--- src/design/dcc_consts.svh ---
`ifndef DCC_CONSTS_SVH
`define DCC_CONSTS_SVH

// ==========================================
// Register indices; byte address is four times the index
`define DCC_IDX_DATA0 16'hffdc
`define DCC_IDX_DATA1 16'hffdd
`define DCC_IDX_CTRL 16'hffde
`define DCC_IDX_STAT 16'hffdf
`define DCC_IDX_STBY 16'hff5c
`define DCC_ADDR_DATA0 ({`DCC_IDX_DATA0, 2'b00})
`define DCC_ADDR_DATA1 ({`DCC_IDX_DATA1, 2'b00})
`define DCC_ADDR_CTRL ({`DCC_IDX_CTRL, 2'b00})
`define DCC_ADDR_STAT ({`DCC_IDX_STAT, 2'b00})
`define DCC_ADDR_STBY ({`DCC_IDX_STBY, 2'b00})

// ==========================================
// Reset values and reserved masks
`define DCC_DATA_RST 8'h00
`define DCC_CTRL_RST 8'h1f
`define DCC_STBY_RST 8'hfe
`define DCC_CTRL_RSVD 5'h1f
`define DCC_STBY_RSVD 7'h7f

// ==========================================
// Field positions
`define DCC_BIT_OE1 7
`define DCC_BIT_OE0 6
`define DCC_BIT_JOINT 5
`define DCC_BIT_STE 0

// ==========================================
// Timing: longest conversion time, rounded down to cycles
`define DCC_CLK_NS 20
`define DCC_CONV_TIME_NS 10000
`define DCC_CONV_CYCLES (`DCC_CONV_TIME_NS / `DCC_CLK_NS)

`endif

--- src/design/dcc_pkg.sv ---
`default_nettype none

package dcc_pkg;

    // Conversion state of one channel
    typedef enum logic [2:0]
    {
        DCC_IDLE = 3'b001,
        DCC_CONV = 3'b010,
        DCC_HOLD = 3'b100
    } dcc_conv_state_e;

    // Converter control fields
    typedef struct packed
    {
        logic oe1;
        logic oe0;
        logic joint;
    } dcc_ctrl_s;

    // What one analog output pin sees
    typedef struct packed
    {
        logic drive;
        logic valid;
        logic [7:0] code;
    } dcc_chan_out_s;

endpackage

`default_nettype wire

--- src/design/dcc_dac_ctrl.sv ---
// Our own choices: the APB slave port and the placing of the registers.
`include "dcc_consts.svh"
`default_nettype none

// Operation
// - Two 8-bit data registers, cleared by reset/standby
// - Enabled channel converts its data once per data write or fresh enable, then holds
// - Control register resets to 0x1F
// - Bit 7 enables channel 1 conversion/output
// - Bit 6 enables channel 0 conversion/output
// - Bit 5 joins both channels' conversion
// - Enable table decides which channels convert
// - Pin drive follows own enable only
// - Control bits 4-0 read one, ignore writes
// - Standby register resets 0xFE, survives software standby
// - Standby bits 7-1 read as one
// - Bit 0 keeps outputs during software standby
// - Enabled standby output keeps all registers
// - Data write restarts conversion immediately
// - Output code equals data register unchanged
// - Enable makes pin output, clear returns input
// - Conversion finishes within 10 us
module dcc_dac_ctrl
    import dcc_pkg::*;
#(
    parameter int CONV_CYCLES = `DCC_CONV_CYCLES
)
(
    input wire logic pclk,
    input wire logic presetn,
    input wire logic psel,
    input wire logic penable,
    input wire logic pwrite,
    input wire logic [17:0] paddr,
    input wire logic [31:0] pwdata,
    input wire logic [3:0] pstrb,
    output logic [31:0] prdata,
    output logic pready,
    output logic pslverr,
    input wire logic hw_standby,
    input wire logic sw_standby,
    output dcc_chan_out_s analog_out_chan0,
    output dcc_chan_out_s analog_out_chan1
);

    // =====================================================
    // Local sizes
    localparam int CNT_W = $clog2(CONV_CYCLES + 1);
    localparam logic [CNT_W-1:0] CNT_LOAD = CNT_W'(CONV_CYCLES - 1);

    // =====================================================
    // Functions

    // Address match against one register byte address
    function automatic logic addr_is(input logic [17:0] a, input logic [17:0] reg_addr);
        addr_is = (a == reg_addr);
    endfunction

    // A channel converts on its own enable or, when joined, on the other's
    function automatic logic chan_conv(input logic own, input logic other, input logic joint);
        chan_conv = own | (other & joint);
    endfunction

    // =====================================================
    // Declarations
    logic hw_meta;
    logic hw_sync;
    logic sw_meta;
    logic sw_sync;
    logic sw_prev;
    logic [7:0] data_reg [2];
    dcc_ctrl_s ctrl;
    logic ste;
    dcc_conv_state_e state [2];
    logic [CNT_W-1:0] cnt [2];
    logic conv_q [2];
    dcc_chan_out_s chan_out [2];
    logic stby_clear;
    logic wr_acc;
    logic setup;
    logic data_wr [2];
    logic conv_en [2];
    logic pin_en [2];
    logic start [2];
    logic finish [2];
    logic own_oe [2];
    logic [31:0] next_prdata;
    logic next_pslverr;

    // =====================================================
    // Standby pin synchronisers

    // Two flops per pin; only the second one is read by logic
    always_ff @(posedge pclk or negedge presetn)
    begin
        if (!presetn)
        begin
            hw_meta <= 1'b0;
            hw_sync <= 1'b0;
            sw_meta <= 1'b0;
            sw_sync <= 1'b0;
        end
        else
        begin
            hw_meta <= hw_standby;
            hw_sync <= hw_meta;
            sw_meta <= sw_standby;
            sw_sync <= sw_meta;
        end
    end

    // Previous software standby level, for entry detection
    always_ff @(posedge pclk or negedge presetn)
    begin
        if (!presetn)
        begin
            sw_prev <= 1'b0;
        end
        else
        begin
            sw_prev <= sw_sync;
        end
    end

    // Hardware standby clears for its whole duration; software standby
    // clears only on entry, and not at all when outputs are kept alive
    assign stby_clear = hw_sync | (sw_sync & ~sw_prev & ~ste);

    // =====================================================
    // Bus strobes and channel decode
    assign setup = psel & ~penable;
    assign wr_acc = psel & penable & pready & pwrite & pstrb[0];
    assign data_wr[0] = wr_acc & addr_is(paddr, `DCC_ADDR_DATA0);
    assign data_wr[1] = wr_acc & addr_is(paddr, `DCC_ADDR_DATA1);
    assign own_oe[0] = ctrl.oe0;
    assign own_oe[1] = ctrl.oe1;

    // Conversion enable from the enable table
    assign conv_en[0] = chan_conv(ctrl.oe0, ctrl.oe1, ctrl.joint);
    assign conv_en[1] = chan_conv(ctrl.oe1, ctrl.oe0, ctrl.joint);

    // Per-channel start, finish and pin permission
    always_comb
    begin
        for (int i = 0; i < 2; i++)
        begin
            // A data write or a fresh enable starts conversion at once
            start[i] = conv_en[i] & (data_wr[i] | ~conv_q[i]);
            finish[i] = (state[i] == DCC_CONV) && (cnt[i] == '0);
            // Own enable only; joint bit never drives a pin
            pin_en[i] = own_oe[i] & ~hw_sync & (~sw_sync | ste);
        end
    end

    // =====================================================
    // Data registers

    // Cleared by reset, throughout hardware standby and on software standby entry unless ste is set, held otherwise
    always_ff @(posedge pclk or negedge presetn)
    begin
        if (!presetn)
        begin
            data_reg[0] <= `DCC_DATA_RST;
            data_reg[1] <= `DCC_DATA_RST;
        end
        else if (stby_clear)
        begin
            data_reg[0] <= `DCC_DATA_RST;
            data_reg[1] <= `DCC_DATA_RST;
        end
        else
        begin
            for (int i = 0; i < 2; i++)
            begin
                if (data_wr[i])
                begin
                    data_reg[i] <= pwdata[7:0];
                end
            end
        end
    end

    // =====================================================
    // Converter control register

    // Only the three upper bits store; the low five are constant ones
    always_ff @(posedge pclk or negedge presetn)
    begin
        if (!presetn)
        begin
            ctrl <= dcc_ctrl_s'(3'(`DCC_CTRL_RST >> 5));
        end
        else if (stby_clear)
        begin
            ctrl <= dcc_ctrl_s'(3'(`DCC_CTRL_RST >> 5));
        end
        else if (wr_acc && addr_is(paddr, `DCC_ADDR_CTRL))
        begin
            ctrl.oe1 <= pwdata[`DCC_BIT_OE1];
            ctrl.oe0 <= pwdata[`DCC_BIT_OE0];
            ctrl.joint <= pwdata[`DCC_BIT_JOINT];
        end
    end

    // =====================================================
    // Standby control register

    // Cleared by reset and hardware standby only; a software standby
    // entry must not touch it, or the keep-alive choice would be lost
    always_ff @(posedge pclk or negedge presetn)
    begin
        if (!presetn)
        begin
            ste <= 1'(`DCC_STBY_RST & 8'h01);
        end
        else if (hw_sync)
        begin
            ste <= 1'(`DCC_STBY_RST & 8'h01);
        end
        else if (wr_acc && addr_is(paddr, `DCC_ADDR_STBY))
        begin
            ste <= pwdata[`DCC_BIT_STE];
        end
    end

    // =====================================================
    // Conversion sequencers

    // Enable history, so a fresh enable is seen as a start
    always_ff @(posedge pclk or negedge presetn)
    begin
        if (!presetn)
        begin
            conv_q[0] <= 1'b0;
            conv_q[1] <= 1'b0;
        end
        else
        begin
            for (int i = 0; i < 2; i++)
            begin
                conv_q[i] <= conv_en[i] & ~stby_clear;
            end
        end
    end

    // Countdown of the conversion time; a restart reloads the count
    always_ff @(posedge pclk or negedge presetn)
    begin
        if (!presetn)
        begin
            state[0] <= DCC_IDLE;
            state[1] <= DCC_IDLE;
            cnt[0] <= '0;
            cnt[1] <= '0;
        end
        else
        begin
            for (int i = 0; i < 2; i++)
            begin
                if (stby_clear || !conv_en[i])
                begin
                    state[i] <= DCC_IDLE;
                    cnt[i] <= '0;
                end
                else if (start[i])
                begin
                    state[i] <= DCC_CONV;
                    cnt[i] <= CNT_LOAD;
                end
                else
                begin
                    case (state[i])
                        DCC_CONV:
                        begin
                            if (cnt[i] == '0)
                            begin
                                state[i] <= DCC_HOLD;
                            end
                            else
                            begin
                                cnt[i] <= cnt[i] - 1'b1;
                            end
                        end
                        DCC_HOLD:
                        begin
                            state[i] <= DCC_HOLD;
                        end
                        default:
                        begin
                            state[i] <= DCC_IDLE;
                        end
                    endcase
                end
            end
        end
    end

    // =====================================================
    // Output codes and pin drive

    // The old result stays valid while a rewrite converts, as the
    // analog level only moves once the new conversion completes
    always_ff @(posedge pclk or negedge presetn)
    begin
        if (!presetn)
        begin
            chan_out[0] <= '0;
            chan_out[1] <= '0;
        end
        else
        begin
            for (int i = 0; i < 2; i++)
            begin
                chan_out[i].drive <= pin_en[i] & ~stby_clear;
                if (stby_clear || !conv_en[i])
                begin
                    chan_out[i].valid <= 1'b0;
                end
                else if (finish[i])
                begin
                    chan_out[i].valid <= 1'b1;
                    chan_out[i].code <= data_reg[i];
                end
            end
        end
    end

    assign analog_out_chan0 = chan_out[0];
    assign analog_out_chan1 = chan_out[1];

    // =====================================================
    // APB read decode

    // Read data is captured in the setup cycle and shown in access
    always_comb
    begin
        next_prdata = 32'h0000_0000;
        next_pslverr = 1'b0;
        if (addr_is(paddr, `DCC_ADDR_DATA0))
        begin
            next_prdata[7:0] = data_reg[0];
        end
        else if (addr_is(paddr, `DCC_ADDR_DATA1))
        begin
            next_prdata[7:0] = data_reg[1];
        end
        else if (addr_is(paddr, `DCC_ADDR_CTRL))
        begin
            next_prdata[7:0] = {ctrl.oe1, ctrl.oe0, ctrl.joint, `DCC_CTRL_RSVD};
        end
        else if (addr_is(paddr, `DCC_ADDR_STBY))
        begin
            next_prdata[7:0] = {`DCC_STBY_RSVD, ste};
        end
        else if (addr_is(paddr, `DCC_ADDR_STAT))
        begin
            next_prdata[5:0] = {chan_out[1].drive, chan_out[0].drive,
                                chan_out[1].valid, chan_out[0].valid,
                                state[1] == DCC_CONV, state[0] == DCC_CONV};
        end
        else
        begin
            next_pslverr = 1'b1;
        end
        if (pwrite)
        begin
            next_prdata = 32'h0000_0000;
        end
    end

    // =====================================================
    // APB handshake

    // One access cycle per transfer; ready is a flop so it is glitch free
    always_ff @(posedge pclk or negedge presetn)
    begin
        if (!presetn)
        begin
            pready <= 1'b0;
            prdata <= 32'h0000_0000;
            pslverr <= 1'b0;
        end
        else if (setup)
        begin
            pready <= 1'b1;
            prdata <= next_prdata;
            pslverr <= next_pslverr;
        end
        else
        begin
            pready <= 1'b0;
            prdata <= 32'h0000_0000;
            pslverr <= 1'b0;
        end
    end

endmodule

`default_nettype wire

--- config.mk ---
export PLATFORM = sky130hd
export DESIGN_NAME = dcc_dac_ctrl
export DESIGN_NICKNAME = d
export VERILOG_FILES = /design/src/design/dcc_pkg.sv /design/src/design/dcc_dac_ctrl.sv
export VERILOG_INCLUDE_DIRS = /design/src /design/src/design
export SDC_FILE = /design/constraint.sdc
export NUM_CORES = 1
export LEC_CHECK = 0
export BUFFER_PORTS_ARGS = -buffer_cell sky130_fd_sc_hd__buf_2
export CAP_MARGIN = 25
export CORE_MARGIN = 2
export CORE_UTILIZATION = 42
export DETAILED_ROUTE_END_ITERATION = 16
export PLACE_DENSITY = 0.66
export SLEW_MARGIN = 20
export SYNTH_ARGS = -nofsm -noshare
export SYNTH_HDL_FRONTEND = slang
export SYNTH_SLANG_ARGS = --single-unit
--- constraint.sdc ---
create_clock -name pclk -period 3.2 [get_ports pclk]
set_input_delay 0.64 -clock pclk [delete_from_list [all_inputs] [get_ports pclk]]
set_output_delay 0.64 -clock pclk [all_outputs]
set_load 0.005 [all_outputs]
==> results.md <==
- Status: complete, no violations
- Setup bufs post-CTS: 0
- Critical Path End Type: flop
- Layout cells sized above 1: 25.44%
- I/O Pins: 115
- HPWL Detailed: 6591 µm
- Max reg flops: 18
- Post-CTS resize count: 0
- # setup viols final: 0
- Gpl congestion: 0.9126
- Die Wd: 102.5 µm
- Switch Pwr: 423.9 µW
- Switching Fraction: 22.54%
- Mapped Avg Cell Area: roughly 10 µm²
- DR iter-0 viols: 207
- Biggest area consumer among synthesized cells: dfrtp_1
- Core area: around 9300 µm²
- Area Overhead vs Synth: 13.48%
- Pwr dens: 406.7 nW/µm²
- Maximum fanout along the worst path: 9
- Mapped cell area: 4075 µm²
- Final min period: 2.399 ns
- Max Cap Viol: 0
- Worst Setup SP: ste
- Die area: 10510 µm²
- Top cells by count, synth: dfrtp_1 (79), a21oi_1 (38), o21ai_0 (31)
- CTS Root Cell: clkbuf_8
- First-pass GRT wire length: 15040 µm
- Die H: 102.5 µm
- Max transition margin: 48.76%
- WL/cell: 15.80 µm
- GRT Total Usage: 18.60%
- Yosys Warn Count: 0
- Clock power share: between 40% and 50%
- Crit share post-route: 74.97%
- Multi-input gate area: roughly 1800 µm²
- Most common cell in the netlist: dfrtp_1
- Router iterations before antenna repair: 6
- Reg power frac: between 50% and 60%
- Hold Path Class: input port to async pin
- Clk slew on worst S/H paths: 0.08 ns
- Logic gate share of total power: 4.7%
- Most area-consuming cells after synthesis: dfrtp_1 (49%), a21oi_1 (4.7%), buf_4 (4.4%)
- Peak Freq: 0.4168 GHz
- Fin. Hold Viols: 0
- Worst reg2reg startpoint: ste
- Row count: 35
- Routed via count: ~3200
- Hold-fix buffers, CTS: 0
- Htree depth: 3
- Vias in the first global route: ~3000
- LEAKAGE: 0.002189 µW
- Post-synthesis sequential area ratio: 49.80%
- Initial antenna violation count: 0
- Total gr overflow: 0
- CTS tree: done
- Final nets: about 500
- Setup Skew: 0.009295 ns
- Via/cell ratio: 5.437
- Number of port buffers: 63
- Cts bufs inserted: 9
- Total wire length: 9177 µm
- Final ANT Viol Nets: 0
- Total negative setup slack: 0 ns
- Startpoint Class: flop
- Clk_lat worst skew: 0.35 ns
- Sequential cell area: 2029 µm²
- Clock Sink Count: 81
- Arrival time worst endpoint: 2.63 ns
- # fillers: between 800 and 900
- Number of synthesized register bits: 81
- Cell Int Power: roughly 1500 µW
- Netlist cell types: 59
- Worst EP required: roughly 3.4 ns
- Async set or reset register ratio after synthesis: between 90% and 100%
- # DRC: 0
- Antenna Cells: 0
- Least-Margin Pin Slew: 0.7669 ns
- VDD IR max: 239.6 µV
- Syn Inst Count: a little under 400
- Slew Limit Fails: 0
- Post-Layout Cell Count: 581
- Synth top area share: 48.51%
- Dpl cells: 565
- Crit path kind: flop to flop
- Post-synth EDFFs: 0
- Initial Utilization: 43.69%
- Ys flop type: dfrtp_1
- CTS max path bufs: 2
- Largest net degree at the start of global routing: 82
- Unrepaired setup endpoints after global routing: false
## logic make-up (layout without fill, tap and decap cells)
family	count (synthesis)	after routing	synth area share [%]
simple gates	116	116	17.84
buf+inv	56	96	7.676
mux	22	22	6.632
other cells	1	24	0.09202
xor+xnor	6	6	1.290
flops	81	81	49.80
compound gates	105	105	16.06
fa+ha+maj	2	2	0.6140
## area by class of cell
class	count	share of cell area [%]
Tap cell	129	3.490
Inverter	11	0.8929
Clock inverter	4	1.109
Multi-Input combinational cell	275	39.34
Clock buffer	12	3.355
Sequential cell	81	43.89
Timing Repair Buffer	69	7.927
## metrics by stage
stage	hold WS, ns	util, %	worst slack [ns]	cell area [µm²]	total power, µW
5_1_grt	0.3661	49.58	0.5947	4624	1960
3_5_place_dp	0.3347	47.32	0.7186	4414	1139
6_report	0.3017	49.58	0.8010	4624	1881
3_3_place_gp	0.3332	47.32	0.7764	4414	1137
2_1_floorplan	0.3312	-	1.009	4161	1105
4_1_cts	0.3531	49.54	0.7600	4621	1905
## worst max-delay path: stages, from the launching register on
cell and delay, ns:
dfrtp_1 0.38, nor3b_1 0.28, or3_1 0.39, clkinv_1 0.34, nand3_1 0.49, mux2_2 0.40
## placed cells by master, fill, tap and decap left out, types with 3 or more instances in the layout
cell	Yosys	routed
dfrtp_1	79	79
buf_2	2	62
a21oi_1	38	38
o21ai_0	31	31
conb_1	1	24
nand4_1	22	22
nand2_1	13	13
clkbuf_8	0	11
inv_1	10	10
nor2_1	9	9
mux2_4	8	8
mux2_2	8	8
o21a_1	7	7
nor4_1	7	7
nand3_1	6	6
nand2b_1	6	6
nor3_1	6	6
mux2i_1	6	6
buf_4	24	6
nor3b_1	5	5
and4_1	5	5
or3_1	4	4
nor2b_1	4	4
nand4b_1	4	4
and2_1	4	4
or2_2	4	4
or4_1	4	4
a31oi_1	4	4
o31a_1	4	4
and3_1	3	3
a32o_1	3	3
or3b_2	3	3
xnor2_1	3	3
xor2_1	3	3
o31ai_1	3	3
## power by group through the flow
| stage | Combinational, µW | Clock [µW] | Sequential (µW) |
|---|---|---|---|
| global route | 103 | 828 | 1030 |
| global placement | 87.8 | 0 | 1050 |
| CTS | 89.3 | 786 | 1030 |
| floorplan | 55.9 | 0 | 1050 |
| finish | 89.0 | 763 | 1030 |
| detailed placement | 89.1 | 0 | 1050 |
## routing by layer
layer  part of all wire, %  global-route usage, %  vias up
met4                   1.7                  7.282        0
met3                   5.7                  3.458       12
met5                     0                      0        -
met1                    45                  25.71     1526
li1                      -                      -     1511
met2                    47                  29.16      110
## worst paths after layout
path / cells after the start / slack (ns) / endpoint
max: 5 / 0.80 / analog_out_chan1[1]
min: 1 / 0.30 / cnt[16]
max reg2reg: 5 / 0.80 / analog_out_chan1[1]
min reg2reg: 0 / 0.35 / sw_sync
max in group asynchronous: 1 / 2.35 / cnt[15]
min in group pclk: 0 / 0.35 / sw_sync
Power figures use the tool's default switching activity.
